$ cat config.mk
export PLATFORM = sky130hd
export DESIGN_NAME = sps_top
export DESIGN_NICKNAME = d
export VERILOG_FILES = /design/src/core/sps_rom.v /design/src/core/sps_edge.v /design/src/core/sps_top.v
export VERILOG_INCLUDE_DIRS = /design/src /design/src/core
export SDC_FILE = /design/constraint.sdc
export NUM_CORES = 1
export LEC_CHECK = 0
export ABC_CLOCK_PERIOD_IN_PS = 4500
export BUFFER_PORTS_ARGS = -buffer_cell sky130_fd_sc_hd__buf_4
export CELL_PAD_IN_SITES_DETAIL_PLACEMENT = 1
export CELL_PAD_IN_SITES_GLOBAL_PLACEMENT = 2
export CORE_MARGIN = 2
export CORE_UTILIZATION = 38
export CTS_CLUSTER_DIAMETER = 30
export CTS_CLUSTER_SIZE = 40
export DETAILED_ROUTE_END_ITERATION = 8
export MAX_ROUTING_LAYER = met4
export PLACE_DENSITY_LB_ADDON = 0.1
export SETUP_SLACK_MARGIN = 0.5
export SLEW_MARGIN = 5
export SYNTH_ARGS = -nofsm -noshare
export SYNTH_HDL_FRONTEND = slang
export SYNTH_HIERARCHICAL = 1
export SYNTH_SLANG_ARGS = --single-unit
$ cat constraint.sdc
create_clock -name core_clk -period 4.5 [get_ports core_clk]
set_input_delay 0.225 -clock core_clk [delete_from_list [all_inputs] [get_ports core_clk]]
set_output_delay 0.225 -clock core_clk [all_outputs]
set_load 0.01 [all_outputs]
$ cat src/core/sps_defines.vh
// Constants for the status pin strap and interrupt block
`ifndef SPS_DEFINES_VH
`define SPS_DEFINES_VH

// ----------------------------------------------------------------
// Register byte addresses
// ----------------------------------------------------------------
`define SPS_ADDR_CTRL 8'h00
`define SPS_ADDR_STATUS 8'h04
`define SPS_ADDR_MASK 8'h08
`define SPS_ADDR_IRQSTAT 8'h0c
`define SPS_ADDR_PINCFG 8'h10
`define SPS_ADDR_TUNING 8'h14
`define SPS_ADDR_STRAP 8'h18

// ----------------------------------------------------------------
// Field positions
// ----------------------------------------------------------------
`define SPS_CTRL_LOOP_BIT 0
`define SPS_CTRL_IRQCLR_BIT 1
`define SPS_IRQSTAT_FLAG_BIT 8
`define SPS_IRQSTAT_SEEN_LSB 16
`define SPS_PINCFG_IRQ_BIT 7
`define SPS_PINCFG_STRIDE 8
`define SPS_STRAP_DIRECT_BIT 8
`define SPS_STRAP_MULT_LSB 16
`define SPS_STRAP_DONE_BIT 24

// ----------------------------------------------------------------
// Reset values and multiply factors
// ----------------------------------------------------------------
`define SPS_RST_MASK 6'h00
`define SPS_RST_PINCFG 32'h00000000
`define SPS_RST_TUNING 16'h0000
`define SPS_MULT_XTAL 6'h28
`define SPS_MULT_DIRECT 6'h00

// ----------------------------------------------------------------
// Bus answers
// ----------------------------------------------------------------
`define SPS_RESP_OKAY 2'b00
`define SPS_RESP_SLVERR 2'b10

// ----------------------------------------------------------------
// Timing
// ----------------------------------------------------------------
`define SPS_PULSE_NS 10
`define SPS_CLK_NS 25
`define SPS_SYNC_DEPTH 2

// ----------------------------------------------------------------
// Default tuning words, 16 bits of a 1 GHz sample clock
// ----------------------------------------------------------------
`define SPS_TW0 16'h0000
`define SPS_TW1 16'h09f4
`define SPS_TW2 16'h0d45
`define SPS_TW3 16'h0fba
`define SPS_TW4 16'h13e8
`define SPS_TW5 16'h1797
`define SPS_TW6 16'h1f75
`define SPS_TW7 16'h27d0

`endif

$ cat src/core/sps_rom.v
// Eight entry default tuning word table with registered read
`timescale 1ns/1ps
`include "sps_defines.vh"

module sps_rom (
  input wire clk, // System clock
  input wire rstn, // Async reset, active low
  input wire [2:0] addr, // Strap code
  output reg [15:0] data // Tuning word, one cycle after addr
);

  // ----------------------------------------------------------------
  // Table lookup
  // ----------------------------------------------------------------
  // Registered so the word is stable for the load cycle
  always @(posedge clk or negedge rstn) begin
    if (!rstn) begin
      data <= 16'h0000;
    end else begin
      case (addr)
        3'h0: data <= `SPS_TW0;
        3'h1: data <= `SPS_TW1;
        3'h2: data <= `SPS_TW2;
        3'h3: data <= `SPS_TW3;
        3'h4: data <= `SPS_TW4;
        3'h5: data <= `SPS_TW5;
        3'h6: data <= `SPS_TW6;
        default: data <= `SPS_TW7;
      endcase
    end
  end

endmodule // sps_rom

$ cat src/core/sps_edge.v
// Status flag change detectors with one-shot arming
`timescale 1ns/1ps

module sps_edge #(
  parameter W = 6,
  parameter [5:0] ONE_DIR = 6'h20
) (
  input wire clk, // System clock
  input wire rstn, // Async reset, active low
  input wire [W-1:0] flags, // Live status flags, same clock
  input wire rearm, // Re-arm pulse from interrupt clear
  output reg [W-1:0] evt_r, // One-cycle change pulses
  output reg [W-1:0] seen_r // Detectors that have fired
);

  reg [W-1:0] prev_r;
  wire [W-1:0] change;
  wire [W-1:0] rise;
  wire [W-1:0] newEvt;

  // ----------------------------------------------------------------
  // Change detection
  // ----------------------------------------------------------------
  // Both directions, except rising only where ONE_DIR is set
  assign change = flags ^ prev_r;
  assign rise = flags & ~prev_r;
  assign newEvt = (change & ~ONE_DIR[W-1:0]) | (rise & ONE_DIR[W-1:0]);

  // A fired detector stays quiet until re-armed; new change wins
  always @(posedge clk or negedge rstn) begin
    if (!rstn) begin
      prev_r <= {W{1'b0}};
      evt_r <= {W{1'b0}};
      seen_r <= {W{1'b0}};
    end else begin
      prev_r <= flags;
      evt_r <= newEvt & (~seen_r | {W{rearm}});
      seen_r <= (seen_r & ~{W{rearm}}) | newEvt;
    end
  end

endmodule // sps_edge

$ cat src/core/sps_top.v
// Status pin strapping, pin muxing and interrupt logic
`timescale 1ns/1ps
`include "sps_defines.vh"

// What this block does
// Reset starts an internal strap pulse during which status pins float.
// End of strap pulse captures the four pin levels into strap register.
// End of strap pulse turns the four pins back into driven outputs.
// External reset repeats the float, capture and drive sequence.
// Strap bits three to one pick one of eight 16-bit table words.
// Picked word loads the first tuning word register without update strobe.
// Strap bit four picks direct clock (1) or crystal multiplier path (0).
// Crystal multiplier path starts with a multiply factor of forty.
// Table words give the listed frequencies at a 1 GHz sample clock.
// Loop stays open after strapped start until software closes it.
// Any pin may be set to drive the internal interrupt flag.
// Live status flags are readable any time in a read-only register.
// Flags watched for changes; estimate-done flag only rising.
// Only unmasked changes set the active-high interrupt latch.
// Interrupt assertion snapshots status into interrupt status register.
// Host writes the clear bit after reading interrupt status.
// Clear bit drops interrupt, clears snapshot, re-arms detectors.
// Host should pulse external reset at least 75 ns after supplies.
// Device acts on falling edge of external reset, may be held.
// Pins float while external reset is high until its release.
// Each pin drives OR of its selected internal status indications.
// Captured strap value holds until next power-up or external reset.

module sps_top #(
  parameter NFLAG = 6,
  parameter [5:0] ONE_DIR = 6'h20,
  parameter AW = 8
) (
  input wire core_clk, // System clock, 40 MHz
  input wire rstn, // Power-up reset, async, active low
  input wire extReset, // External reset pin, active high
  input wire [3:0] statusPinIn, // Status pin levels
  output reg [3:0] statusPinOut, // Status pin drive values
  output reg [3:0] statusPinOe, // Status pin drive enables
  input wire [5:0] statusFlags, // Internal status indications
  output reg [15:0] tuningWord, // First tuning word register
  output reg clkDirect, // 1: direct clock, 0: crystal path
  output reg [5:0] pllMult, // System clock multiply factor
  output reg loopClosed, // Loop close control
  output reg irqFlag, // Latched interrupt flag
  input wire [AW-1:0] s_axi_awaddr, // Write address
  input wire s_axi_awvalid, // Write address valid
  output reg s_axi_awready, // Write address ready
  input wire [31:0] s_axi_wdata, // Write data
  input wire [3:0] s_axi_wstrb, // Write byte strobes
  input wire s_axi_wvalid, // Write data valid
  output reg s_axi_wready, // Write data ready
  output reg [1:0] s_axi_bresp, // Write response
  output reg s_axi_bvalid, // Write response valid
  input wire s_axi_bready, // Write response ready
  input wire [AW-1:0] s_axi_araddr, // Read address
  input wire s_axi_arvalid, // Read address valid
  output reg s_axi_arready, // Read address ready
  output reg [31:0] s_axi_rdata, // Read data
  output reg [1:0] s_axi_rresp, // Read response
  output reg s_axi_rvalid, // Read data valid
  input wire s_axi_rready // Read data ready
);

  // ----------------------------------------------------------------
  // Constants
  // ----------------------------------------------------------------
  // Least pulse time rounds up, never below one cycle
  localparam integer PULSE_RAW =
    (`SPS_PULSE_NS + `SPS_CLK_NS - 1) / `SPS_CLK_NS;
  localparam integer PULSE_CYC = (PULSE_RAW < 1) ? 1 : PULSE_RAW;
  // Pins pass two flops, so the pulse is stretched to let them settle
  localparam integer PULSE_LEN = PULSE_CYC + `SPS_SYNC_DEPTH;
  localparam [2:0] PULSE_LAST = PULSE_LEN[2:0] - 3'd1;

  localparam [1:0] ST_FLOAT = 2'd0;
  localparam [1:0] ST_PULSE = 2'd1;
  localparam [1:0] ST_LOAD = 2'd2;
  localparam [1:0] ST_RUN = 2'd3;

  // ----------------------------------------------------------------
  // Functions
  // ----------------------------------------------------------------
  // Byte lane merge for strobed writes
  function [31:0] merge;
    input [31:0] old;
    input [31:0] nw;
    input [3:0] strb;
    integer b;
    begin
      merge = old;
      for (b = 0; b < 4; b = b + 1) begin
        if (strb[b]) begin
          merge[8*b +: 8] = nw[8*b +: 8];
        end
      end
    end
  endfunction

  // Address decode shared by read and write paths
  function mapped;
    input [AW-1:0] a;
    begin
      case (a)
        `SPS_ADDR_CTRL, `SPS_ADDR_STATUS, `SPS_ADDR_MASK,
        `SPS_ADDR_IRQSTAT, `SPS_ADDR_PINCFG, `SPS_ADDR_TUNING,
        `SPS_ADDR_STRAP: mapped = 1'b1;
        default: mapped = 1'b0;
      endcase
    end
  endfunction

  // ----------------------------------------------------------------
  // Declarations
  // ----------------------------------------------------------------
  reg extMeta_r;
  reg extSync_r;
  reg [3:0] pinMeta_r;
  reg [3:0] pinSync_r;
  reg [1:0] state_r;
  reg [2:0] cnt_r;
  reg [3:0] strap_r;
  reg strapDone_r;
  reg [5:0] mask_r;
  reg [31:0] pinCfg_r;
  reg [5:0] irqStat_r;
  reg irqClr_r;
  reg [3:0] pinNxt;
  reg [31:0] rdMux;
  wire [2:0] romAddr;
  wire [15:0] romData;
  wire [5:0] evt;
  wire [5:0] seen;
  wire setNow;
  wire wrGo;
  wire rdGo;
  wire wrOk;
  wire [31:0] tuneMerged;
  wire [31:0] ctrlMerged;

  // ----------------------------------------------------------------
  // Synchronisers
  // ----------------------------------------------------------------
  // Pin and external reset levels come from outside the clock domain
  always @(posedge core_clk or negedge rstn) begin
    if (!rstn) begin
      extMeta_r <= 1'b0;
      extSync_r <= 1'b0;
      pinMeta_r <= 4'h0;
      pinSync_r <= 4'h0;
    end else begin
      extMeta_r <= extReset;
      extSync_r <= extMeta_r;
      pinMeta_r <= statusPinIn;
      pinSync_r <= pinMeta_r;
    end
  end

  // ----------------------------------------------------------------
  // Strap sequencer
  // ----------------------------------------------------------------
  // Table address follows the live pins during the pulse so the word
  // is ready in the cycle after capture
  assign romAddr = (state_r == ST_PULSE) ? pinSync_r[2:0] : strap_r[2:0];

  sps_rom u_rom (
    .clk(core_clk),
    .rstn(rstn),
    .addr(romAddr),
    .data(romData)
  );

  // Float, count, capture, load, then run until next external reset
  always @(posedge core_clk or negedge rstn) begin
    if (!rstn) begin
      state_r <= ST_PULSE;
      cnt_r <= 3'h0;
      strap_r <= 4'h0;
      strapDone_r <= 1'b0;
      clkDirect <= 1'b0;
      pllMult <= `SPS_MULT_XTAL;
    end else begin
      case (state_r)
        ST_FLOAT: begin
          cnt_r <= 3'h0;
          if (!extSync_r) begin
            state_r <= ST_PULSE;
          end
        end
        ST_PULSE: begin
          if (extSync_r) begin
            state_r <= ST_FLOAT;
          end else if (cnt_r == PULSE_LAST) begin
            strap_r <= pinSync_r;
            strapDone_r <= 1'b1;
            state_r <= ST_LOAD;
          end else begin
            cnt_r <= cnt_r + 3'h1;
          end
        end
        ST_LOAD: begin
          clkDirect <= strap_r[3];
          pllMult <= strap_r[3] ? `SPS_MULT_DIRECT : `SPS_MULT_XTAL;
          state_r <= extSync_r ? ST_FLOAT : ST_RUN;
        end
        ST_RUN: begin
          if (extSync_r) begin
            state_r <= ST_FLOAT;
            strapDone_r <= 1'b0;
          end
        end
        default: begin
          state_r <= ST_FLOAT;
        end
      endcase
    end
  end

  // ----------------------------------------------------------------
  // Edge detectors and interrupt latch
  // ----------------------------------------------------------------
  sps_edge #(
    .W(NFLAG),
    .ONE_DIR(ONE_DIR)
  ) u_edge (
    .clk(core_clk),
    .rstn(rstn),
    .flags(statusFlags),
    .rearm(irqClr_r),
    .evt_r(evt),
    .seen_r(seen)
  );

  assign setNow = |(evt & mask_r);

  // A new event in the clearing cycle keeps the flag up
  always @(posedge core_clk or negedge rstn) begin
    if (!rstn) begin
      irqFlag <= 1'b0;
      irqStat_r <= 6'h00;
    end else if (extSync_r) begin
      irqFlag <= 1'b0;
      irqStat_r <= 6'h00;
    end else begin
      if (setNow) begin
        irqFlag <= 1'b1;
      end else if (irqClr_r) begin
        irqFlag <= 1'b0;
      end
      if (setNow && (!irqFlag || irqClr_r)) begin
        irqStat_r <= statusFlags;
      end else if (irqClr_r && !setNow) begin
        irqStat_r <= 6'h00;
      end
    end
  end

  // ----------------------------------------------------------------
  // Status pin drivers
  // ----------------------------------------------------------------
  // Per-pin OR of selected flags, or the interrupt flag
  always @* begin : pinMux
    integer p;
    p = 0;
    pinNxt = 4'h0;
    for (p = 0; p < 4; p = p + 1) begin
      if (pinCfg_r[p*`SPS_PINCFG_STRIDE + `SPS_PINCFG_IRQ_BIT]) begin
        pinNxt[p] = irqFlag;
      end else begin
        pinNxt[p] = |(statusFlags &
          pinCfg_r[p*`SPS_PINCFG_STRIDE +: 6]);
      end
    end
  end

  // Pins float except in run; release lags the pin by the sync depth plus one register cycle
  always @(posedge core_clk or negedge rstn) begin
    if (!rstn) begin
      statusPinOe <= 4'h0;
      statusPinOut <= 4'h0;
    end else if (state_r == ST_RUN && !extSync_r) begin
      statusPinOe <= 4'hf;
      statusPinOut <= pinNxt;
    end else begin
      statusPinOe <= 4'h0;
      statusPinOut <= 4'h0;
    end
  end

  // ----------------------------------------------------------------
  // Bus handshakes
  // ----------------------------------------------------------------
  // Address and data are taken together once both are offered
  assign wrGo = s_axi_awvalid & s_axi_wvalid & ~s_axi_awready &
                ~s_axi_bvalid;
  assign rdGo = s_axi_arvalid & ~s_axi_arready & ~s_axi_rvalid;
  assign wrOk = wrGo & mapped(s_axi_awaddr);
  assign tuneMerged = merge({16'h0000, tuningWord}, s_axi_wdata,
                            s_axi_wstrb);
  assign ctrlMerged = merge({31'h0, loopClosed}, s_axi_wdata,
                            s_axi_wstrb);

  always @(posedge core_clk or negedge rstn) begin
    if (!rstn) begin
      s_axi_awready <= 1'b0;
      s_axi_wready <= 1'b0;
      s_axi_bvalid <= 1'b0;
      s_axi_bresp <= `SPS_RESP_OKAY;
      s_axi_arready <= 1'b0;
      s_axi_rvalid <= 1'b0;
      s_axi_rresp <= `SPS_RESP_OKAY;
      s_axi_rdata <= 32'h00000000;
    end else begin
      s_axi_awready <= wrGo;
      s_axi_wready <= wrGo;
      if (wrGo) begin
        s_axi_bvalid <= 1'b1;
        s_axi_bresp <= mapped(s_axi_awaddr) ? `SPS_RESP_OKAY :
                       `SPS_RESP_SLVERR;
      end else if (s_axi_bready) begin
        s_axi_bvalid <= 1'b0;
      end
      s_axi_arready <= rdGo;
      if (rdGo) begin
        s_axi_rvalid <= 1'b1;
        s_axi_rdata <= rdMux;
        s_axi_rresp <= mapped(s_axi_araddr) ? `SPS_RESP_OKAY :
                       `SPS_RESP_SLVERR;
      end else if (s_axi_rready) begin
        s_axi_rvalid <= 1'b0;
      end
    end
  end

  // ----------------------------------------------------------------
  // Register writes
  // ----------------------------------------------------------------
  // External reset returns mask, pin config and loop control to defaults as well; the tuning word holds until the strap load
  always @(posedge core_clk or negedge rstn) begin
    if (!rstn) begin
      mask_r <= `SPS_RST_MASK;
      pinCfg_r <= `SPS_RST_PINCFG;
      tuningWord <= `SPS_RST_TUNING;
      loopClosed <= 1'b0;
      irqClr_r <= 1'b0;
    end else if (extSync_r) begin
      mask_r <= `SPS_RST_MASK;
      pinCfg_r <= `SPS_RST_PINCFG;
      loopClosed <= 1'b0;
      irqClr_r <= 1'b0;
    end else begin
      irqClr_r <= 1'b0;
      if (state_r == ST_LOAD) begin
        tuningWord <= romData;
      end else if (wrOk && s_axi_awaddr == `SPS_ADDR_TUNING) begin
        tuningWord <= tuneMerged[15:0];
      end
      if (wrOk && s_axi_awaddr == `SPS_ADDR_CTRL) begin
        loopClosed <= ctrlMerged[`SPS_CTRL_LOOP_BIT];
        irqClr_r <= s_axi_wstrb[0] &
                    s_axi_wdata[`SPS_CTRL_IRQCLR_BIT];
      end
      if (wrOk && s_axi_awaddr == `SPS_ADDR_MASK) begin
        mask_r <= s_axi_wstrb[0] ? s_axi_wdata[5:0] : mask_r;
      end
      if (wrOk && s_axi_awaddr == `SPS_ADDR_PINCFG) begin
        pinCfg_r <= merge(pinCfg_r, s_axi_wdata, s_axi_wstrb);
      end
    end
  end

  // ----------------------------------------------------------------
  // Register reads
  // ----------------------------------------------------------------
  // Clear bit is an action and always reads back as zero
  always @* begin
    rdMux = 32'h00000000;
    case (s_axi_araddr)
      `SPS_ADDR_CTRL: rdMux[`SPS_CTRL_LOOP_BIT] = loopClosed;
      `SPS_ADDR_STATUS: rdMux[5:0] = statusFlags;
      `SPS_ADDR_MASK: rdMux[5:0] = mask_r;
      `SPS_ADDR_IRQSTAT: begin
        rdMux[5:0] = irqStat_r;
        rdMux[`SPS_IRQSTAT_FLAG_BIT] = irqFlag;
        rdMux[`SPS_IRQSTAT_SEEN_LSB +: 6] = seen;
      end
      `SPS_ADDR_PINCFG: rdMux = pinCfg_r;
      `SPS_ADDR_TUNING: rdMux[15:0] = tuningWord;
      `SPS_ADDR_STRAP: begin
        rdMux[3:0] = strap_r;
        rdMux[`SPS_STRAP_DIRECT_BIT] = clkDirect;
        rdMux[`SPS_STRAP_MULT_LSB +: 6] = pllMult;
        rdMux[`SPS_STRAP_DONE_BIT] = strapDone_r;
      end
      default: rdMux = 32'h00000000;
    endcase
  end

endmodule // sps_top

==> results.txt <==
----------------------------------------------------
[CTS]
  Number of gates resized after CTS ... 0
  Post-CTS Repair Setup Buffers ... 0
  Clock sink total ... 160
  Root buffer selected by CTS ... clkbuf_16
  Cts hold-fix bufs ... 9
  Longest Clk Path Bufs ... 2
  Source-to-sink clock delay at the later pin of the worst-skew pair ... roughly 430 ps
  Clk slew on worst S/H paths ... ~60 ps
  H-tree levels ... 4
  TritonCTS buffer count ... 17
  TritonCTS clock tree ... done

[Die]
  Number of ports placed on the die boundary ... 144
  Starting utilization of the core area ... 0.386
  Height of the chip ... 141 µm
  Die X-Extent ... 141 µm
  Die ar. ... ~0.02 mm²
  Core Footprint ... ~0.019 mm²
  Floorplan row count ... 50

[Timing]
  Normalized max-slew margin ... 0.271
  Setup TNS after final layout ... 0 ps
  Setup repair after global routing missed its margin ... false
  Final clock period utilization by the worst path ... 0.589
  Max-slew violations ... 0
  Final Hold Violating Endpoints ... 0
  Transition at the pin with the smallest max-transition slack ... 1090 ps
  Clock skew ... ~10 ps
  Endpoints failing setup ... 0
  Maximum operating frequency ... roughly 0.38 GHz
  Final critical-path required period ... 2650 ps

[Critical path]
  Slowest stage delay, CP ... 940 ps
  Critical path buffer and inverter count ... 3
  CP Data Arrival Time ... 3010 ps
  Worst path cell trace ... or3b_1, buf_4, inv_2, and4_1, a222oi_1, inv_1
  CP Class ... reg2reg
  Top fanout value on the critical path ... 37
  Worst r2r src ... s_axi_arready$_DFF_PN0_
  Worst-case register-to-register setup slack ... 1850 ps
  Capture instance of the worst register-to-register path ... s_axi_rdata[18]$_DFFE_PN0P_
  Worst Path Required ... just under 5000 ps
  Crit start category ... register
  Slowest-stage cell, CP ... and4_1
  Logic depth of the worst register-to-register path ... 6
  Crit-path leading delay family ... simple AND/OR/NAND/NOR gates
  Worst setup EP type ... register

[Cells and area]
  Fin nets ... 823
  Antenna diode count ... 0
  Fraction of final layout cells sized beyond drive strength 1 ... 0.318
  Layout area overhead ... 25.1%

[Worst hold path]
  Min-Delay Path Class ... in2reg
  Hold path startpoint ... statusFlags[1]
  Hold endpoint ... u_edge/prev_r[1]$_DFF_PN0_
  Worst hold path stage count ... 1

[Detailed routing]
  Pre-Repair DR Iteration Count ... 6
  Via total after detailed routing ... ~5.5k
  Post-DRT Antenna Nets ... 0
  Average wire per standard cell ... about 22 µm
  Detailed-route wire length ... roughly 22 mm
  Violation count after the first detailed-routing iteration ... 321
  DRC violation count after routing ... 0
  Vias per std cell ... 5.54

[Logic synthesis]
  Average cell area after synthesis ... approximately 12 µm²
  Synth area leader ... dfrtp_1
  Warnings, synthesis ... 6
  Instance count of the mapped netlist ... slightly above 600
  Most frequent cell after synthesis ... dfrtp_1
  Seq cells post-synth ... 160
  Post-Synthesis Cell Area ... 0.00717 mm²
  Area share of the largest cell type after synthesis ... 0.552
  Dominant synthesized flop cell ... dfrtp_1
  Most area-consuming cells after synthesis ... dfrtp_1 55%, mux2i_1 6.4%, o221a_2 2.5%
  Number of flops mapped to enable cells by yosys ... 0
  Register area share after synthesis ... 0.559
  Number of different library cells in the post-synthesis netlist ... 63
  Most frequent cells after synthesis ... 158 x dfrtp_1, 46 x mux2i_1, 35 x o21ai_0
  Share of flip-flops with an asynchronous set or reset after synthesis ... 1.00

[Pwr]
  Reg power frac ... 0.455
  Maximum vdd ir drop ... between 0.0002 and 0.0003 V
  Combinational share of power ... 0.169
  Leakage ... between 4 and 5 nW
  Switching fraction of total power ... 0.283
  PnR Total Power ... 3.83 mW
  Pwr Density ... approximately 430 mW/mm²
  Switching power ... around 1.1 mW
  Clock share of power ... 0.376
  Int Pwr ... around 2.7 mW

[Placed design]
  Weighted congestion reported at the end of routability-driven placement ... 0.807
  Half-perimeter wire length after detailed placement ... around 16 mm
  Buffers on Ports ... between 100 and 150

[GRT]
  Global-route wire length before repair ... approximately 34 mm
  Number of antenna violations at the first check in global routing ... 0
  Number of global-route vias before repair ... around 6k
  Overall global routing resource usage ... 0.231
  Grt total ovfl ... 0
  Pin count of the biggest net entering global routing ... between 70 and 80

[Flow run]
  Max capacitance violation total ... 0

[Run status]
  Run status ... completed

----------------------------------------------------
==> cell type report <==
cell class / count / area (µm²)
Multi-Input combinational cell: 386 / 2800
Clock inverter: 15 / 159
Tap cell: 234 / 293
Inverter: 35 / 131
Timing Repair Buffer: 150 / 1150
Sequential cell: 160 / 4010
Clock buffer: 17 / 425
Fill cell: 1980 / 9610
==> layout by cell type, fill, tap and decap left out, drive strengths merged, types with 7 or more instances in the layout <==
cell type and instances:
dfrtp 158, inv 40, nand4 7, dlygate4sd3 9, a21oi 19, a222oi 13, a22oi 20, nor2 57
conb 8, or3 20, nor4 7, mux2 13, buf 141, nand2 27, o21ai 37, clkbuf 17
mux2i 46, a22o 13, o221a 16, nand3 11
==> cell families after synthesis <==
logic type      Yosys count  share of synthesized area
compound gates          139                      0.143
xor+xnor                  7                    0.00855
fa+ha+maj                 3                    0.00524
buf+inv                  82                     0.0539
flops                   160                      0.559
mux                      60                     0.0878
other cells               2                    0.00105
simple gates            169                      0.141
==> flip-flops by register name (all words and copies together), names as in the netlist, 2 cells and up <==
register and flops:
cnt_r 3, u_rom/data 14, pinSync_r 4, tuningWord 16
u_edge/seen_r 6, s_axi_rdata 32, irqStat_r 6, mask_r 6
pinMeta_r 4, statusPinOut 4, u_edge/evt_r 6, state_r 2
u_edge/prev_r 6, pinCfg_r 32, strap_r 4
==> power by group through the flow <==
stage          clock network (mW)  logic [mW]  registers (mW)
5_1_grt                      1.53       0.709            1.76
3_5_place_dp                    0       0.650            1.77
2_1_floorplan                   0       0.325            1.75
3_3_place_gp                    0       0.630            1.77
6_report                     1.44       0.646            1.74
4_1_cts                      1.47       0.658            1.75
==> routing by layer <==
metal,share of wire,routed length [µm],track usage
met1,0.46,10000,0.308
met2,0.49,10700,0.369
met3,0.037,796,0.0412
met4,0.012,269,0.0574
met5,0,0,-
==> worst max path at each step <==
stage                       startpoint                          end  slack, ps  cells after the start
4_1_cts        s_axi_arready$_DFF_PN0_  s_axi_rdata[18]$_DFFE_PN0P_       1800                      6
3_5_place_dp   s_axi_arready$_DFF_PN0_  s_axi_rdata[18]$_DFFE_PN0P_       1800                      6
6_report       s_axi_arready$_DFF_PN0_  s_axi_rdata[18]$_DFFE_PN0P_       1850                      6
5_1_grt        s_axi_arready$_DFF_PN0_  s_axi_rdata[17]$_DFFE_PN0P_       1690                      6
3_3_place_gp   s_axi_arready$_DFF_PN0_  s_axi_rdata[20]$_DFFE_PN0P_       1930                      6
2_1_floorplan   state_r[0]$_DFFE_PN1P_      u_rom/data[6]$_DFF_PN0_       2440                      8
==> stage by stage <==
step           hold slack [ps]  std cells  utilization  instance area, µm²  worst slack [ps]
6_report                  23.4        997        0.483                8970              1850
3_5_place_dp               297        956        0.446                8290              1800
3_3_place_gp               292        956        0.446                8290              1930
5_1_grt                   5.73        997        0.483                8970              1690
2_1_floorplan            -70.6        628            -                7190              2440
4_1_cts                   1.33        997        0.483                8970              1800
==> worst register-to-register path, cell delays in order (launching register included) <==
cell,delay [ps]
dfrtp_1,380
or3b_1,360
buf_4,280
inv_2,210
and4_1,940
a222oi_1,320
inv_1,100
(Power assumes the default switching activity.)
